===== src/rtl/asl_params.svh =====
// Offsets, field positions, reset values and timing counts of the serial line block
`ifndef ASL_PARAMS_SVH
`define ASL_PARAMS_SVH

// ----------------------------------------
// Register offsets
// ----------------------------------------
`define ASL_OFF_DATA    3'h0
`define ASL_OFF_IEN     3'h1
`define ASL_OFF_IID     3'h2
`define ASL_OFF_LCFG    3'h3
`define ASL_OFF_MCTL    3'h4
`define ASL_OFF_LSTAT   3'h5
`define ASL_OFF_MSTAT   3'h6
`define ASL_OFF_SCR     3'h7

// ----------------------------------------
// Line configuration fields
// ----------------------------------------
`define ASL_LC_MULTI_STOP 2
`define ASL_LC_PAR_EN     3
`define ASL_LC_PAR_EVEN   4
`define ASL_LC_PAR_STICK  5
`define ASL_LC_BREAK      6
`define ASL_LC_DLAB       7

// ----------------------------------------
// Modem control fields
// ----------------------------------------
`define ASL_MC_DTR   0
`define ASL_MC_RTS   1
`define ASL_MC_OUT1  2
`define ASL_MC_OUT2  3
`define ASL_MC_LOOP  4

// ----------------------------------------
// Reset values and fixed read values
// ----------------------------------------
`define ASL_LCFG_RST  8'h00
`define ASL_MCTL_RST  8'h00
`define ASL_DIV_RST   16'h000C
`define ASL_IID_VAL   8'h01

// ----------------------------------------
// Timing in 16x ticks
// ----------------------------------------
`define ASL_BIT_LAST   4'hF
`define ASL_MID_BIT    4'h7
`define ASL_STOP_ONE   6'h10
`define ASL_STOP_HALF  6'h18
`define ASL_STOP_TWO   6'h20

`endif


===== src/rtl/asl_pkg.sv =====
// Types of the serial line block
package asl_pkg;

    typedef enum logic [2:0] {
        TX_IDLE  = 3'h0,
        TX_START = 3'h1,
        TX_DATA  = 3'h2,
        TX_PAR   = 3'h3,
        TX_STOP  = 3'h4
    } asl_tx_st_t;

    typedef enum logic [2:0] {
        RX_IDLE  = 3'h0,
        RX_START = 3'h1,
        RX_DATA  = 3'h2,
        RX_PAR   = 3'h3,
        RX_STOP  = 3'h4,
        RX_BRK   = 3'h5
    } asl_rx_st_t;

    typedef struct packed {
        logic cts;
        logic dsr;
        logic ri;
        logic dcd;
    } asl_modem_t;

    typedef struct packed {
        logic [7:0]  lcfg;
        logic [7:0]  mctl;
        logic [7:0]  scr;
        logic [15:0] div;
        logic [15:0] bcnt;
        logic [7:0]  rdata;
        logic [7:0]  thr;
        logic        thr_empty;
        asl_tx_st_t  tx_st;
        logic [7:0]  tx_sh;
        logic [5:0]  tx_sub;
        logic [2:0]  tx_bit;
        logic        tx_par;
        asl_rx_st_t  rx_st;
        logic [3:0]  rx_sub;
        logic [2:0]  rx_bit;
        logic [7:0]  rx_sh;
        logic        rx_par;
        logic        rx_zero;
        logic [7:0]  rbr;
        logic        dr;
        logic        oe;
        logic        pe;
        logic        fe;
        logic        bi;
        logic        rx_s1;
        logic        rx_s2;
        asl_modem_t  m_s1;
        asl_modem_t  m_s2;
        asl_modem_t  m_prev;
        logic [3:0]  dmsr;
        logic        txd;
        logic        dtr;
        logic        rts;
        logic        out1;
        logic        out2;
    } asl_state_t;

endpackage : asl_pkg


===== src/rtl/asl_serial_line.sv =====
// Serial line element: framing, modem control, line and modem status, baud divisor
`timescale 1ns/1ps
`include "asl_params.svh"

module asl_serial_line (
    input  wire logic              clk_sys,
    input  wire logic              rst,
    input  wire logic              host_rd,
    input  wire logic              host_wr,
    input  wire logic [2:0]        host_addr,
    input  wire logic [7:0]        host_wdata,
    output logic      [7:0]        host_rdata,
    input  wire logic              serial_in,
    output logic                   serial_out,
    input  wire asl_pkg::asl_modem_t modem_in,
    output logic                   dtr_out,
    output logic                   rts_out,
    output logic                   user_out1,
    output logic                   user_out2
);

    asl_pkg::asl_state_t q;
    asl_pkg::asl_state_t d;

    logic                tick;
    logic                dlab;
    logic                loop;
    logic [2:0]          last_bit;
    logic [5:0]          stop_len;
    logic                tx_line;
    logic                rx_line;
    logic                par_exp;
    asl_pkg::asl_modem_t m_now;
    logic [7:0]          lstat;
    logic [7:0]          mstat;

    // ----------------------------------------
    // Derived configuration
    // ----------------------------------------
    always_comb
    begin
        dlab     = q.lcfg[`ASL_LC_DLAB];
        loop     = q.mctl[`ASL_MC_LOOP];
        last_bit = 3'(q.lcfg[1:0] + 3'h4);
        if (!q.lcfg[`ASL_LC_MULTI_STOP])
            stop_len = `ASL_STOP_ONE;
        else if (q.lcfg[1:0] == 2'h0)
            stop_len = `ASL_STOP_HALF;
        else
            stop_len = `ASL_STOP_TWO;
        tick = (q.bcnt == 16'(q.div - 16'h0001));
    end

    // ----------------------------------------
    // Line levels and status views
    // ----------------------------------------
    always_comb
    begin
        if (q.lcfg[`ASL_LC_PAR_STICK])
            par_exp = ~q.lcfg[`ASL_LC_PAR_EVEN];
        else
            par_exp = q.lcfg[`ASL_LC_PAR_EVEN] ? q.tx_par : ~q.tx_par;
        case (q.tx_st)
            asl_pkg::TX_START: tx_line = 1'b0;
            asl_pkg::TX_DATA:  tx_line = q.tx_sh[0];
            asl_pkg::TX_PAR:   tx_line = par_exp;
            default:           tx_line = 1'b1;
        endcase
        if (loop)
        begin
            rx_line = tx_line & ~q.lcfg[`ASL_LC_BREAK];
            m_now.cts = q.mctl[`ASL_MC_RTS];
            m_now.dsr = q.mctl[`ASL_MC_DTR];
            m_now.ri  = q.mctl[`ASL_MC_OUT1];
            m_now.dcd = q.mctl[`ASL_MC_OUT2];
        end
        else
        begin
            rx_line = q.rx_s2;
            m_now   = q.m_s2;
        end
        lstat = {1'b0,
                 q.thr_empty && (q.tx_st == asl_pkg::TX_IDLE),
                 q.thr_empty,
                 q.bi, q.fe, q.pe, q.oe, q.dr};
        mstat = {m_now.dcd, m_now.ri, m_now.dsr, m_now.cts, q.dmsr};
    end

    // ----------------------------------------
    // Next state
    // ----------------------------------------
    always_comb
    begin
        logic rx_exp;
        rx_exp = 1'b0;
        d = q;
        // Input synchronisers
        d.rx_s1  = serial_in;
        d.rx_s2  = q.rx_s1;
        d.m_s1   = modem_in;
        d.m_s2   = q.m_s1;
        d.m_prev = m_now;
        // Baud divider
        d.bcnt = tick ? 16'h0000 : 16'(q.bcnt + 16'h0001);
        // Register reads with their side effects
        if (host_rd)
        begin
            case (host_addr)
                `ASL_OFF_DATA:
                    if (dlab)
                        d.rdata = q.div[7:0];
                    else
                    begin
                        d.rdata = q.rbr;
                        d.dr    = 1'b0;
                    end
                `ASL_OFF_IEN:  d.rdata = dlab ? q.div[15:8] : 8'h00;
                `ASL_OFF_IID:  d.rdata = `ASL_IID_VAL;
                `ASL_OFF_LCFG: d.rdata = q.lcfg;
                `ASL_OFF_MCTL: d.rdata = q.mctl;
                `ASL_OFF_LSTAT:
                begin
                    d.rdata = lstat;
                    d.oe    = 1'b0;
                    d.pe    = 1'b0;
                    d.fe    = 1'b0;
                    d.bi    = 1'b0;
                end
                `ASL_OFF_MSTAT:
                begin
                    d.rdata = mstat;
                    d.dmsr  = 4'h0;
                end
                default:       d.rdata = q.scr;
            endcase
        end
        // Modem change detection, set wins over the read clear
        if (m_now.cts != q.m_prev.cts)
            d.dmsr[0] = 1'b1;
        if (m_now.dsr != q.m_prev.dsr)
            d.dmsr[1] = 1'b1;
        if (q.m_prev.ri && !m_now.ri)
            d.dmsr[2] = 1'b1;
        if (m_now.dcd != q.m_prev.dcd)
            d.dmsr[3] = 1'b1;
        // Transmitter, one step per 16x tick
        if (tick)
        begin
            case (q.tx_st)
                asl_pkg::TX_IDLE:
                begin
                    if (!q.thr_empty)
                    begin
                        d.tx_sh     = q.thr;
                        d.thr_empty = 1'b1;
                        d.tx_st     = asl_pkg::TX_START;
                        d.tx_sub    = 6'h00;
                    end
                end
                asl_pkg::TX_START:
                begin
                    d.tx_sub = 6'(q.tx_sub + 6'h01);
                    if (q.tx_sub[3:0] == `ASL_BIT_LAST)
                    begin
                        d.tx_sub = 6'h00;
                        d.tx_bit = 3'h0;
                        d.tx_par = 1'b0;
                        d.tx_st  = asl_pkg::TX_DATA;
                    end
                end
                asl_pkg::TX_DATA:
                begin
                    d.tx_sub = 6'(q.tx_sub + 6'h01);
                    if (q.tx_sub[3:0] == `ASL_BIT_LAST)
                    begin
                        d.tx_sub = 6'h00;
                        d.tx_par = q.tx_par ^ q.tx_sh[0];
                        d.tx_sh  = {1'b0, q.tx_sh[7:1]};
                        d.tx_bit = 3'(q.tx_bit + 3'h1);
                        if (q.tx_bit == last_bit)
                            d.tx_st = q.lcfg[`ASL_LC_PAR_EN] ?
                                      asl_pkg::TX_PAR : asl_pkg::TX_STOP;
                    end
                end
                asl_pkg::TX_PAR:
                begin
                    d.tx_sub = 6'(q.tx_sub + 6'h01);
                    if (q.tx_sub[3:0] == `ASL_BIT_LAST)
                    begin
                        d.tx_sub = 6'h00;
                        d.tx_st  = asl_pkg::TX_STOP;
                    end
                end
                asl_pkg::TX_STOP:
                begin
                    d.tx_sub = 6'(q.tx_sub + 6'h01);
                    if (q.tx_sub == 6'(stop_len - 6'h01))
                    begin
                        d.tx_sub = 6'h00;
                        d.tx_st  = asl_pkg::TX_IDLE;
                    end
                end
                default: d.tx_st = asl_pkg::TX_IDLE;
            endcase
        end
        // Receiver, sampling on the 16x tick
        if (tick)
        begin
            case (q.rx_st)
                asl_pkg::RX_IDLE:
                begin
                    if (!rx_line)
                    begin
                        d.rx_sub = 4'h0;
                        d.rx_st  = asl_pkg::RX_START;
                    end
                end
                asl_pkg::RX_START:
                begin
                    d.rx_sub = 4'(q.rx_sub + 4'h1);
                    if (q.rx_sub == `ASL_MID_BIT)
                    begin
                        d.rx_sub  = 4'h0;
                        d.rx_bit  = 3'h0;
                        d.rx_sh   = 8'h00;
                        d.rx_par  = 1'b0;
                        d.rx_zero = 1'b1;
                        d.rx_st   = rx_line ? asl_pkg::RX_IDLE : asl_pkg::RX_DATA;
                    end
                end
                asl_pkg::RX_DATA:
                begin
                    d.rx_sub = 4'(q.rx_sub + 4'h1);
                    if (q.rx_sub == `ASL_BIT_LAST)
                    begin
                        d.rx_sh[q.rx_bit] = rx_line;
                        d.rx_par  = q.rx_par ^ rx_line;
                        d.rx_zero = q.rx_zero & ~rx_line;
                        d.rx_bit  = 3'(q.rx_bit + 3'h1);
                        if (q.rx_bit == last_bit)
                            d.rx_st = q.lcfg[`ASL_LC_PAR_EN] ?
                                      asl_pkg::RX_PAR : asl_pkg::RX_STOP;
                    end
                end
                asl_pkg::RX_PAR:
                begin
                    d.rx_sub = 4'(q.rx_sub + 4'h1);
                    if (q.rx_sub == `ASL_BIT_LAST)
                    begin
                        if (q.lcfg[`ASL_LC_PAR_STICK])
                            rx_exp = ~q.lcfg[`ASL_LC_PAR_EVEN];
                        else
                            rx_exp = q.lcfg[`ASL_LC_PAR_EVEN] ? q.rx_par : ~q.rx_par;
                        d.rx_par  = (rx_line != rx_exp);
                        d.rx_zero = q.rx_zero & ~rx_line;
                        d.rx_st   = asl_pkg::RX_STOP;
                    end
                end
                asl_pkg::RX_STOP:
                begin
                    d.rx_sub = 4'(q.rx_sub + 4'h1);
                    if (q.rx_sub == `ASL_BIT_LAST)
                    begin
                        d.rbr = q.rx_sh;
                        d.dr  = 1'b1;
                        if (q.dr && !(host_rd && !dlab && host_addr == `ASL_OFF_DATA))
                            d.oe = 1'b1;
                        if (q.lcfg[`ASL_LC_PAR_EN] && q.rx_par)
                            d.pe = 1'b1;
                        if (!rx_line)
                            d.fe = 1'b1;
                        if (!rx_line && q.rx_zero)
                            d.bi = 1'b1;
                        d.rx_st = rx_line ? asl_pkg::RX_IDLE : asl_pkg::RX_BRK;
                    end
                end
                asl_pkg::RX_BRK: if (rx_line) d.rx_st = asl_pkg::RX_IDLE;
                default: d.rx_st = asl_pkg::RX_IDLE;
            endcase
        end
        // Register writes
        if (host_wr)
        begin
            case (host_addr)
                `ASL_OFF_DATA:
                    if (dlab)
                    begin
                        d.div[7:0] = host_wdata;
                        d.bcnt     = 16'h0000;
                    end
                    else
                    begin
                        d.thr       = host_wdata;
                        d.thr_empty = 1'b0;
                    end
                `ASL_OFF_IEN:
                    if (dlab)
                    begin
                        d.div[15:8] = host_wdata;
                        d.bcnt      = 16'h0000;
                    end
                `ASL_OFF_LCFG: d.lcfg = host_wdata;
                `ASL_OFF_MCTL: d.mctl = host_wdata;
                `ASL_OFF_SCR:  d.scr  = host_wdata;
                default:       d.scr  = q.scr;
            endcase
        end
        // Pin outputs
        d.txd  = loop ? 1'b1 :
                 (q.lcfg[`ASL_LC_BREAK] ? 1'b0 : tx_line);
        d.dtr  = q.mctl[`ASL_MC_DTR];
        d.rts  = q.mctl[`ASL_MC_RTS];
        d.out1 = q.mctl[`ASL_MC_OUT1];
        d.out2 = q.mctl[`ASL_MC_OUT2];
    end

    // ----------------------------------------
    // State register
    // ----------------------------------------
    always_ff @(posedge clk_sys or posedge rst)
    begin
        if (rst)
        begin
            q           <= '0;
            q.lcfg      <= `ASL_LCFG_RST;
            q.mctl      <= `ASL_MCTL_RST;
            q.div       <= `ASL_DIV_RST;
            q.thr_empty <= 1'b1;
            q.rx_s1     <= 1'b1;
            q.rx_s2     <= 1'b1;
            q.txd       <= 1'b1;
        end
        else
            q <= d;
    end

    assign host_rdata = q.rdata;
    assign serial_out = q.txd;
    assign dtr_out    = q.dtr;
    assign rts_out    = q.rts;
    assign user_out1  = q.out1;
    assign user_out2  = q.out2;

endmodule : asl_serial_line

===== config.mk =====
export PLATFORM = sky130hd
export DESIGN_NAME = asl_serial_line
export DESIGN_NICKNAME = d
export VERILOG_FILES = /design/src/rtl/asl_pkg.sv /design/src/rtl/asl_serial_line.sv
export VERILOG_INCLUDE_DIRS = /design/src /design/src/rtl
export SDC_FILE = /design/constraint.sdc
export NUM_CORES = 1
export LEC_CHECK = 0
export BUFFER_PORTS_ARGS = -buffer_cell sky130_fd_sc_hd__buf_2
export CAP_MARGIN = 20
export CELL_PAD_IN_SITES_DETAIL_PLACEMENT = 1
export CELL_PAD_IN_SITES_GLOBAL_PLACEMENT = 1
export CORE_MARGIN = 2
export CORE_UTILIZATION = 25
export DETAILED_ROUTE_END_ITERATION = 8
export PLACE_DENSITY = 0.52
export RECOVER_POWER = 50
export REMOVE_ABC_BUFFERS = 1
export SYNTH_ARGS = -nofsm -noshare
export SYNTH_HDL_FRONTEND = slang
export SYNTH_SLANG_ARGS = --single-unit

===== constraint.sdc =====
create_clock -name clk_sys -period 6.2 [get_ports clk_sys]
set_clock_uncertainty 0.15 [all_clocks]
set_input_delay 0.31 -clock clk_sys [delete_from_list [all_inputs] [get_ports clk_sys]]
set_output_delay 0.31 -clock clk_sys [all_outputs]
set_load 0.01 [all_outputs]

Word-level counts from Yosys, hierarchy flattened. Cells that the tools add are included.

Add/subtract/negate cells: 8. Reduce and logical (&&, ||, !) cells: 50. Magnitude comparators: 2. Bitwise logic cells: 10. Equal/unequal tests: 40. Mux-type cells: 76.

Operator list (number): 16-bit two-way mux (4); 8-bit case mux with 7 select lines (1); 3-bit two-way mux (11); 16-bit case mux with 2 select lines (1); 6-bit case mux with 5 select lines (1); 2-bit != test (second input constant) (13); 1-bit two-way mux (25); 6-bit two-way mux (4); 22-bit two-way mux (1); 11-bit case mux with 2 select lines (1); 2-bit nonzero test (11); 3-bit == test (second input constant) (7); 21-bit two-way mux (1); 20-bit two-way mux (1); 5-bit two-way mux (4); 3-bit by 2-bit == test with 1-bit output (second input constant) (6); 3-bit case mux with 6 select lines (1); 3-bit AND reduction (6); 17-bit two-way mux (1); 16-bit by 1-bit adder with 16-bit output (second input constant) (1); 16-bit == test (1); 4-bit two-way mux (4); 8-bit two-way mux (2); 8-bit case mux with 2 select lines (1); 40 further kinds (77).

Logic and storage cells: 235. Register bits after elaboration: 150.

Longest topological paths before layout. Gate-level depths: netlist (run 1).

Word-level depth: 12. Mapped depth: 14. Mapped depth without buffers: 10.

Least setup slack after synthesis (run 1). No wires, ideal clock.

Path type: flip-flop to flip-flop. Start point: register q[110] (netlist bit). End point: register q[37] (netlist bit). Arrival time: 3.244 ns. Library setup time: 0.137 ns. Clock period less this slack: 3.531 ns. Cell stages (with the launch flop): 15. Slack: 2.669 ns. Path through: dfrtp_1 inv_1 ha_1 or3b_1 buf_2 o31a_1 a311o_1 nor4_4 o2111ai_2 or2_1 buf_6 buf_6 buf_6 o41ai_1 o31ai_1.

Cells in the longest elaborated chain, start to end: 3.

RTL lines: start: declaration (line asl_serial_line.sv:22) `asl_pkg::asl_state_t q;`; 16-bit by 1-bit subtractor with 16-bit output (line asl_serial_line.sv:51) `tick = (q.bcnt == 16'(q.div - 16'h0001));`; 16-bit == test (line asl_serial_line.sv:51); 5-bit AND reduction (no line).

No other way between the ends. A chain may end at the register's enable or synchronous reset.

==> results of run 1 <==
power groups by stage:
stage	clock network, W	registers [W]	logic (W)
3_3_place_gp	0	0.00138	0.000671
5_1_grt	0.00113	0.00139	0.000758
3_5_place_dp	0	0.00138	0.000679
6_report	0.00105	0.00136	0.000672
4_1_cts	0.00109	0.00136	0.000685
2_1_floorplan	0	0.00129	0.000500
worst max-delay path: cells and delay by family:
family | cells | cell delay (ns)
buffers and inverters | 4 | 4.02
flip-flops by register name (all words and copies together) (netlist names), 4 cells and up:
register,flops
d,9
host_rdata,8
lstat,6
mstat,4
q,116
area by class of cell:
type	instances	area (µm²)	area share, %
clock buffers	18	439.2	4.840
repair buffers	44	240.2	2.648
clock inverters	14	155.1	1.710
well taps	402	503.0	5.543
multi-input cells	561	3857	42.51
flip-flops and latches	150	3761	41.45
inverters	31	117.6	1.296
worst paths after layout:
kind | from | endpoint | depth (start not counted)
max | rst | dlab | 4
min | host_wdata[4] | loop | 3
max reg2reg | q[110] | q[28] | 11
min reg2reg | d[14] | q[14] | 0
max in group clk_sys | q[110] | q[28] | 11
min in group asynchronous | rst | q[39] | 3
placed cells by master, fill, tap and decap left out, drive strengths merged, types with 4 or more instances in the layout:
cell and n:
a211oi 4, clkbuf 35, nand3 27, buf 21
o221ai 9, clkinv 4, nor2b 11, and2 4
o22ai 5, or4 5, a22oi 4, xor2 15
ha 7, dfstp 6, or3 10, mux2i 25
nand2b 14, nor3 23, o31ai 12, a31oi 7
mux2 71, inv 38, nand2 57, o21ai 50
a21oi 33, nor4 18, nand4 10, and3 5
xnor2 23, o211ai 9, dfrtp 144, dlygate4sd3 6
a22o 7, nor2 60
metal layers:
| metal | share of wire, % | vias to the layer above |
|---|---|---|
| li1 | - | 2885 |
| met1 | 50 | 3106 |
| met2 | 46 | 84 |
| met3 | 2.9 | 15 |
| met4 | 1.0 | 0 |
| met5 | 0 | - |
per-stage QoR:
step | util [%] | total power (W) | instance area [µm²] | worst slack [ns]
6_report | 28.75 | 0.003079 | 9074 | 1.821
3_3_place_gp | 26.75 | 0.002050 | 8441 | 2.201
2_1_floorplan | - | 0.001794 | 7735 | 1.714
5_1_grt | 28.75 | 0.003279 | 9074 | 0.9857
3_5_place_dp | 26.77 | 0.002060 | 8448 | 2.133
4_1_cts | 28.85 | 0.003136 | 9102 | 2.076
cells by family after synthesis:
family / after synthesis
AOI/OAI and AO/OA: 164
and+or+nand+nor: 256
muxes: 96
DFF: 150
buffers and inverters: 86
xor gates and xnor gates: 38
adders and majority gates: 7
==> flow_metrics.env, run 1 <==
export IMPL_drv_cap=3
export IMPL_clk_path_buf_depth=2
export IMPL_htree_levels=4
export IMPL_finalNetCount=832
export IMPL_critPathCaptureType="async pin"
export IMPL_rsz0062_at_grt="false"
export IMPL_relSlewSlack_pct=-124.4
export IMPL_dr_pass1_iters=5
export IMPL_crit_path_cell_trace="dlygate4sd3_1, clkbuf_1, clkinvlp_2, clkbuf_1"
export IMPL_post_route_cells_drive_above_1_share_pct=16.75
export IMPL_p_switching_w=0.001086
export IMPL_num_vias=6090
export IMPL_synth_edff_count=0
export IMPL_antenna_found_initial=0
export IMPL_cts_resized=0
export IMPL_synth_async_reset_ratio_pct=100.0
export IMPL_overflow=0
export IMPL_synth_top_cell_area_share_pct=44.94
export IMPL_grt_pass1_wl_um=38040
export IMPL_failed_checks="max-capacitance violations, max-slew violations"
export IMPL_final_cells=1220
export IMPL_gr_usage_met3_pct=2.820
export IMPL_yosysMostFrequentCell="dfrtp_1"
export IMPL_grt_use_met1_pct=20.98
export IMPL_grt_total_usage_pct=14.85
export IMPL_cp_start_kind="primary input"
export IMPL_synth_common_cells="dfrtp_1 (144), mux2_2 (71), nor2_1 (60)"
export IMPL_grt_pass1_vias=6290
export IMPL_cp_arrival_ns=4.39
export IMPL_ys_seq_elements=150
export IMPL_synthCells=797
export IMPL_setup_viol=0
export IMPL_drt_vias_per_instance=4.992
export IMPL_cts_tree="done"
export IMPL_clock_fmax_mhz=228.4
export IMPL_insertedDiodeCount=0
export IMPL_place_gp_congestion=0.7891
export IMPL_synth_xor_area_share_pct=4.151
export IMPL_gr_max_usage_layer="met2"
export IMPL_drc=0
export IMPL_min_path_type="primary input to register"
export IMPL_area_growth_pct=13.17
export IMPL_rows=65
export IMPL_timing_critical_path_mode_cell="clkbuf_1"
export IMPL_clk_insertion_delay_late_ns=0.44
export IMPL_switching_share_pct=35.28
export IMPL_n_fill_cell=3558
export IMPL_finalHoldViolCount=0
export IMPL_netlist_area_um2=8018
export IMPL_dieArea_um2=33520
export IMPL_holdWs_ns=0.07408
export IMPL_core_um2=31560
export IMPL_p_int_w=0.001993
export IMPL_initial_core_util_pct=25.41
export IMPL_status="finished, violations left"
export IMPL_synth_distinct_cells=65
export IMPL_critPathMaxFanout=68
export IMPL_ys_seq_area_share_pct=46.91
export IMPL_grt_max_degree=69
export IMPL_dp_hpwl_um=16640
export IMPL_drv_slew=143
export IMPL_grt_met2_usage_pct=23.29
export IMPL_p_seq_share_pct=44.2
export IMPL_r2r_slack_ns=2.12
export IMPL_period_needed_ns=4.379
export IMPL_ys_flop_type="dfrtp_1"
export IMPL_synth_top_family_by_area="simple AND/OR/NAND/NOR gates"
export IMPL_synth_compound_area_share_pct=13.30
export IMPL_cts_sinks=150
export IMPL_ctsHoldBuffers=6
export IMPL_dieHeight_um=183.1
export IMPL_critPathSlowestCell="clkinvlp_2"
export IMPL_p_comb_share_pct=21.8
export IMPL_place_inst=1182
export IMPL_cts_buffers=17
export IMPL_synthMuxAreaShare_pct=13.09
export IMPL_avgSynthCellArea_um2=10.06
export IMPL_clock_power_share_pct=34.0
export IMPL_fin_setup_tns_ns=0
export IMPL_critical_path_max_stage_delay_ns=1.86
export IMPL_postCtsSetupRepairBufs=0
export IMPL_wl_per_cell_um=19.43
export IMPL_drt_iter0_drc=438
export IMPL_synth_adder_area_share_pct=1.092
export IMPL_required_ns=6.21
export IMPL_path_class="primary input to async pin"
export IMPL_synth_warning_count=0
export IMPL_io_pins=33
export IMPL_clkTransAtPathRegs_ns=0.07
export IMPL_clock_root_buffer="clkbuf_16"
export IMPL_period_share_pct=70.63
export IMPL_cellPowerDensity_nw_per_um2=339.4
export IMPL_yosys_top_cells_area="dfrtp_1 (45%), mux2_2 (10%), mux2i_1 (3.1%)"
export IMPL_drt_total_wl_um=23710
export IMPL_vdd_ir_drop_max_mv=0.1575
export IMPL_synthSimpleGateAreaFrac_pct=16.48
export IMPL_tightestPinTransition_ns=3.348
export IMPL_ant_nets=0
export IMPL_die_w_um=183.1
export IMPL_port_buffers=32
export IMPL_power_leakage_nw=3.662
export IMPL_synth_area_leader_cell="dfrtp_1"
Power figures use the tool's default switching activity.
==> run 2, diff against run 1 <==
Settings changed: PLACE_DENSITY 0.52 to 0.54.
Clock period 6.2 ns to 3.6 ns, I/O delays scaled along.
==> flow_metrics.env, run 2 (same netlist as run 1, synthesis figures left out) <==
export IMPL_finalHoldViolCount=0
export IMPL_clkTransAtPathRegs_ns=0.07
export IMPL_final_cells=1261
export IMPL_multiInputGateArea_um2=3881
export IMPL_p_switching_w=0.001916
export IMPL_overflow=0
export IMPL_min_path_type="primary input to register"
export IMPL_cts_sinks=150
export IMPL_critPathCaptureType="register"
export IMPL_clock_power_share_pct=32.2
export IMPL_power_leakage_nw=3.882
export IMPL_cp_start_kind="register"
export IMPL_crit_path_cell_trace="inv_1, ha_1, or3b_4, nor4_4, mux2_2, a21oi_1, o2111ai_2, or2_4, buf_4, nor3_2, mux2_2"
export IMPL_drv_cap=2
export IMPL_ant_nets=0
export IMPL_critPathSlowestCell="or3b_4"
export IMPL_r2r_cells=11
export IMPL_drt_total_wl_um=23880
export IMPL_initial_core_util_pct=25.41
export IMPL_required_ns=3.77
export IMPL_critPathMaxFanout=14
export IMPL_p_seq_share_pct=41.0
export IMPL_antenna_found_initial=0
export IMPL_n_fill_cell=3607
export IMPL_finalWorstSetupSlack_ns=0.1608
export IMPL_period_share_pct=95.53
export IMPL_dieHeight_um=183.1
export IMPL_setup_viol=0
export IMPL_finalNetCount=873
export IMPL_drc=0
export IMPL_largest_reg_flops=116
export IMPL_register_area_um2=3761
export IMPL_final_core_util_pct=29.92
export IMPL_grt_total_usage_pct=14.92
export IMPL_grt_pass1_vias=6453
export IMPL_rsz0062_at_grt="false"
export IMPL_io_pins=33
export IMPL_failed_checks="max-capacitance violations, max-slew violations"
export IMPL_holdWs_ns=0.008889
export IMPL_fin_setup_tns_ns=0
export IMPL_area_growth_pct=17.74
export IMPL_drv_slew=105
export IMPL_rr_startpoint="q[110]"
export IMPL_place_gp_congestion=0.8006
export IMPL_r2r_end="q[46]"
export IMPL_dp_hpwl_um=17100
export IMPL_pre_cts_slack_ns=0.002959
export IMPL_clock_fmax_mhz=290.8
export IMPL_period_needed_ns=3.439
export IMPL_vdd_ir_drop_max_mv=0.3504
export IMPL_largest_register="q"
export IMPL_r2r_slack_ns=0.16
export IMPL_switching_share_pct=35.19
export IMPL_grt_pass1_wl_um=38360
export IMPL_layout_commonest_cell="dfrtp_1"
export IMPL_grt_max_degree=85
export IMPL_clock_root_buffer="clkbuf_16"
export IMPL_clk_path_buf_depth=2
export IMPL_insertedDiodeCount=0
export IMPL_critical_path_max_stage_delay_ns=0.42
export IMPL_cts_tree="done"
export IMPL_whs_path_depth=2
export IMPL_status="finished, violations left"
export IMPL_drt_iter0_drc=268
export IMPL_p_int_w=0.003530
export IMPL_post_route_cells_drive_above_1_share_pct=20.95
export IMPL_tightestPinTransition_ns=2.646
export IMPL_hold_end="q[125]"
export IMPL_timing_critical_path_mode_cell="mux2_2"
export IMPL_wl_per_cell_um=18.94
export IMPL_drt_vias_per_instance=4.965
export IMPL_layout_common_cells="dfrtp_1 (144), mux2_2 (70), nor2_1 (59), nand2_1 (57), o21ai_0 (48)"
export IMPL_num_vias=6261
export IMPL_relSlewSlack_pct=-76.63
export IMPL_cp_arrival_ns=3.61
export IMPL_dieArea_um2=33520
export IMPL_crit_buf_inv=2
export IMPL_die_w_um=183.1
export IMPL_crit_family="simple AND/OR/NAND/NOR gates"
export IMPL_port_buffers=32
export IMPL_p_comb_share_pct=26.9
export IMPL_core_um2=31560
export IMPL_cts_buffers=17
export IMPL_clk_insertion_delay_late_ns=0.43
export IMPL_dr_pass1_iters=4
export IMPL_cellPowerDensity_nw_per_um2=576.9
export IMPL_path_class="register to register"
export IMPL_worstHoldStart="host_wdata[7]"
export IMPL_htree_levels=4
export IMPL_rows=65
export IMPL_place_inst=1218
## run 2: cell types whose count changed in the layout (fill, tap and decap cells not counted), sizes merged
cell         delta
buf            +39
clkbuf          -4
clkinv          +1
clkinvlp        -2
dlygate4sd3     +5
inv             +2
## run 2: final cells by class
cell class | count | area share, %
multi-input cells | 561 | 41.11
well taps | 402 | 5.328
clock buffers | 17 | 4.506
clock inverters | 15 | 1.431
repair buffers | 85 | 6.547
inverters | 31 | 1.233
flip-flops and latches | 150 | 39.84
## run 2: how the worst max path moves through the flow
stage | start | endpoint | slack (ns) | depth (start not counted)
after floorplan | rst | d[0] | -0.76 | 1
after global placement | q[110] | q[63] | 0.07 | 11
after detailed placement | q[110] | q[52] | 0.003 | 10
after CTS | q[110] | q[46] | 0.04 | 11
after global routing | q[111] | q[46] | 0.01 | 9
final | q[110] | q[46] | 0.16 | 11
## run 2: what timing repair did
item	in CTS	in global routing
pin swaps	0	2
resized for setup	3	3
buffers inserted	0	0
hold endpoints to repair	88	0
hold buffers	11	0
endpoints found under the setup margin	5	30
## run 2: through the flow
stage / power (W) / area, µm²
2_1_floorplan: 0.003090 / 7735
3_3_place_gp: 0.003695 / 8768
3_5_place_dp: 0.003711 / 8768
4_1_cts: 0.005516 / 9449
5_1_grt: 0.005765 / 9440
6_report: 0.005446 / 9440
## run 2: routing by layer
layer	part of all wire, %	track usage, %	vias up
met5	0	0	-
met4	1.7	4.704	0
met3	2.3	2.601	26
met2	46	23.50	71
met1	50	20.82	3194
li1	-	-	2970
## run 2: power groups by stage
stage / sequential [W] / combinational (W) / clock, W
4_1_cts: 0.00223 / 0.00147 / 0.00181
3_3_place_gp: 0.00226 / 0.00144 / 0
2_1_floorplan: 0.00223 / 0.000860 / 0
3_5_place_dp: 0.00226 / 0.00145 / 0
5_1_grt: 0.00227 / 0.00162 / 0.00187
6_report: 0.00223 / 0.00146 / 0.00175
==> run 3, diff against run 2 <==
Settings changed: CORE_ASPECT_RATIO set to 0.7.
==> flow_metrics.env, run 3 (same netlist as run 1, synthesis figures left out) <==
export IMPL_grt_pass1_vias=6429
export IMPL_place_gp_congestion=0.8051
export IMPL_num_vias=6242
export IMPL_period_share_pct=94.73
export IMPL_register_area_um2=3761
export IMPL_dp_hpwl_um=17980
export IMPL_pre_cts_slack_ns=-0.03932
export IMPL_antenna_found_initial=0
export IMPL_cp_arrival_ns=3.62
export IMPL_clock_root_buffer="clkbuf_16"
export IMPL_drc=0
export IMPL_gr_usage_met3_pct=3.739
export IMPL_critPathCaptureType="register"
export IMPL_dr_pass1_iters=4
export IMPL_overflow=0
export IMPL_required_ns=3.81
export IMPL_finalNetCount=863
export IMPL_area_growth_pct=17.92
export IMPL_drv_cap=1
export IMPL_core_um2=31350
export IMPL_relSlewSlack_pct=-24.84
export IMPL_multiInputGateArea_um2=3916
export IMPL_min_path_type="primary input to register"
export IMPL_drv_slew=83
export IMPL_wl_per_cell_um=19.64
export IMPL_tightestPinTransition_ns=1.873
export IMPL_post_route_cells_drive_above_1_share_pct=20.73
export IMPL_layout_commonest_cell="dfrtp_1"
export IMPL_grt_use_met1_pct=23.99
export IMPL_drt_total_wl_um=24920
export IMPL_gr_max_usage_layer="met1"
export IMPL_insertedDiodeCount=0
export IMPL_finalWorstSetupSlack_ns=0.1899
export IMPL_grt_met2_usage_pct=20.73
export IMPL_clk_path_buf_depth=2
export IMPL_cp_start_kind="register"
export IMPL_n_fill_cell=3550
export IMPL_finalHoldViolCount=0
export IMPL_drt_iter0_drc=540
export IMPL_initial_core_util_pct=25.57
export IMPL_layout_common_cells="dfrtp_1 (144), mux2_2 (70), nor2_1 (60), nand2_1 (57), o21ai_0 (48)"
export IMPL_setup_viol=0
export IMPL_cts_sinks=150
export IMPL_critPathMaxFanout=9
export IMPL_grt_pass1_wl_um=39140
export IMPL_die_w_um=218.0
export IMPL_failed_checks="max-capacitance violations, max-slew violations"
export IMPL_period_needed_ns=3.410
export IMPL_largest_register="q"
export IMPL_ant_nets=0
export IMPL_drt_vias_per_instance=4.919
export IMPL_vdd_ir_drop_max_mv=0.2868
export IMPL_path_class="register to register"
export IMPL_cts_tree="done"
export IMPL_dieArea_um2=33540
export IMPL_port_buffers=32
export IMPL_status="finished, violations left"
export IMPL_clk_insertion_delay_late_ns=0.45
export IMPL_power_leakage_nw=3.839
export IMPL_cts_buffers=17
export IMPL_dieHeight_um=153.8
export IMPL_place_inst=1226
export IMPL_clkTransAtPathRegs_ns=0.07
export IMPL_final_cells=1269
export IMPL_grt_max_degree=83
export IMPL_rows=54
export IMPL_htree_levels=4
export IMPL_clock_fmax_mhz=293.2
export IMPL_largest_reg_flops=116
export IMPL_io_pins=33
export IMPL_cellPowerDensity_nw_per_um2=583.8
export IMPL_grt_total_usage_pct=15.43
[run 3: where the power goes]
group | internal, W | switching [W] | leakage [nW]
sequential | 0.00196 | 0.000313 | 1.92
clock | 0.00107 | 0.000782 | 0.284
combinational | 0.000626 | 0.000774 | 1.64
total | 0.00365 | 0.00187 | 3.84
[run 3: critical path: stages (launching register included)]
cell and delay [ns]:
dfrtp_1 0.37, or4_1 0.73, nor4_4 0.28, mux2_2 0.38, a21oi_2 0.18, o2111ai_2 0.15, or2_4 0.30, buf_4 0.18
or3_1 0.38, o31ai_2 0.22
[run 3: per-stage QoR]
step,area [µm²],TNS [ns],utilization [%],total power [W],hold slack (ns)
2_1_floorplan,7735,-110.82,-,0.003090,0.03448
3_3_place_gp,8728,0,27.84,0.003642,0.1420
3_5_place_dp,8728,-0.06489,27.84,0.003669,0.1419
4_1_cts,9428,0,30.07,0.005547,0.003746
5_1_grt,9454,-0.002132,30.16,0.005825,0.002165
6_report,9454,0,30.16,0.005519,0.01413
[run 3: path summary, 6_finish.rpt]
check	from	to	slack [ns]	cells past startpoint
min reg2reg	d[21]	q[21]	0.21	0
max in group asynchronous	rst	q[124]	0.63	4
max reg2reg	q[114]	q[63]	0.19	9
max	q[114]	q[63]	0.19	9
min	host_wdata[0]	q[126]	0.01	2
min in group asynchronous	rst	q[39]	0.66	3
[run 3: per-layer routing]
metal / part of all wire, % / up-vias
li1: - / 2956
met1: 55 / 3181
met2: 40 / 88
met3: 4.0 / 17
met4: 0.90 / 0
met5: 0 / -
[run 3: final cells by class]
cell class,instances,area share [%]
multi-input cells,561,41.42
flip-flops and latches,150,39.78
repair buffers,75,5.651
well taps,420,5.558
clock buffers,20,4.831
clock inverters,12,1.482
inverters,31,1.271
[run 3: timing repair]
action	in CTS	in global routing
setup buffers	0	1
gates resized for setup	1	11
hold buffers	10	0
pin swaps	0	2
setup endpoints to repair	5	41
hold endpoints to repair	100	0
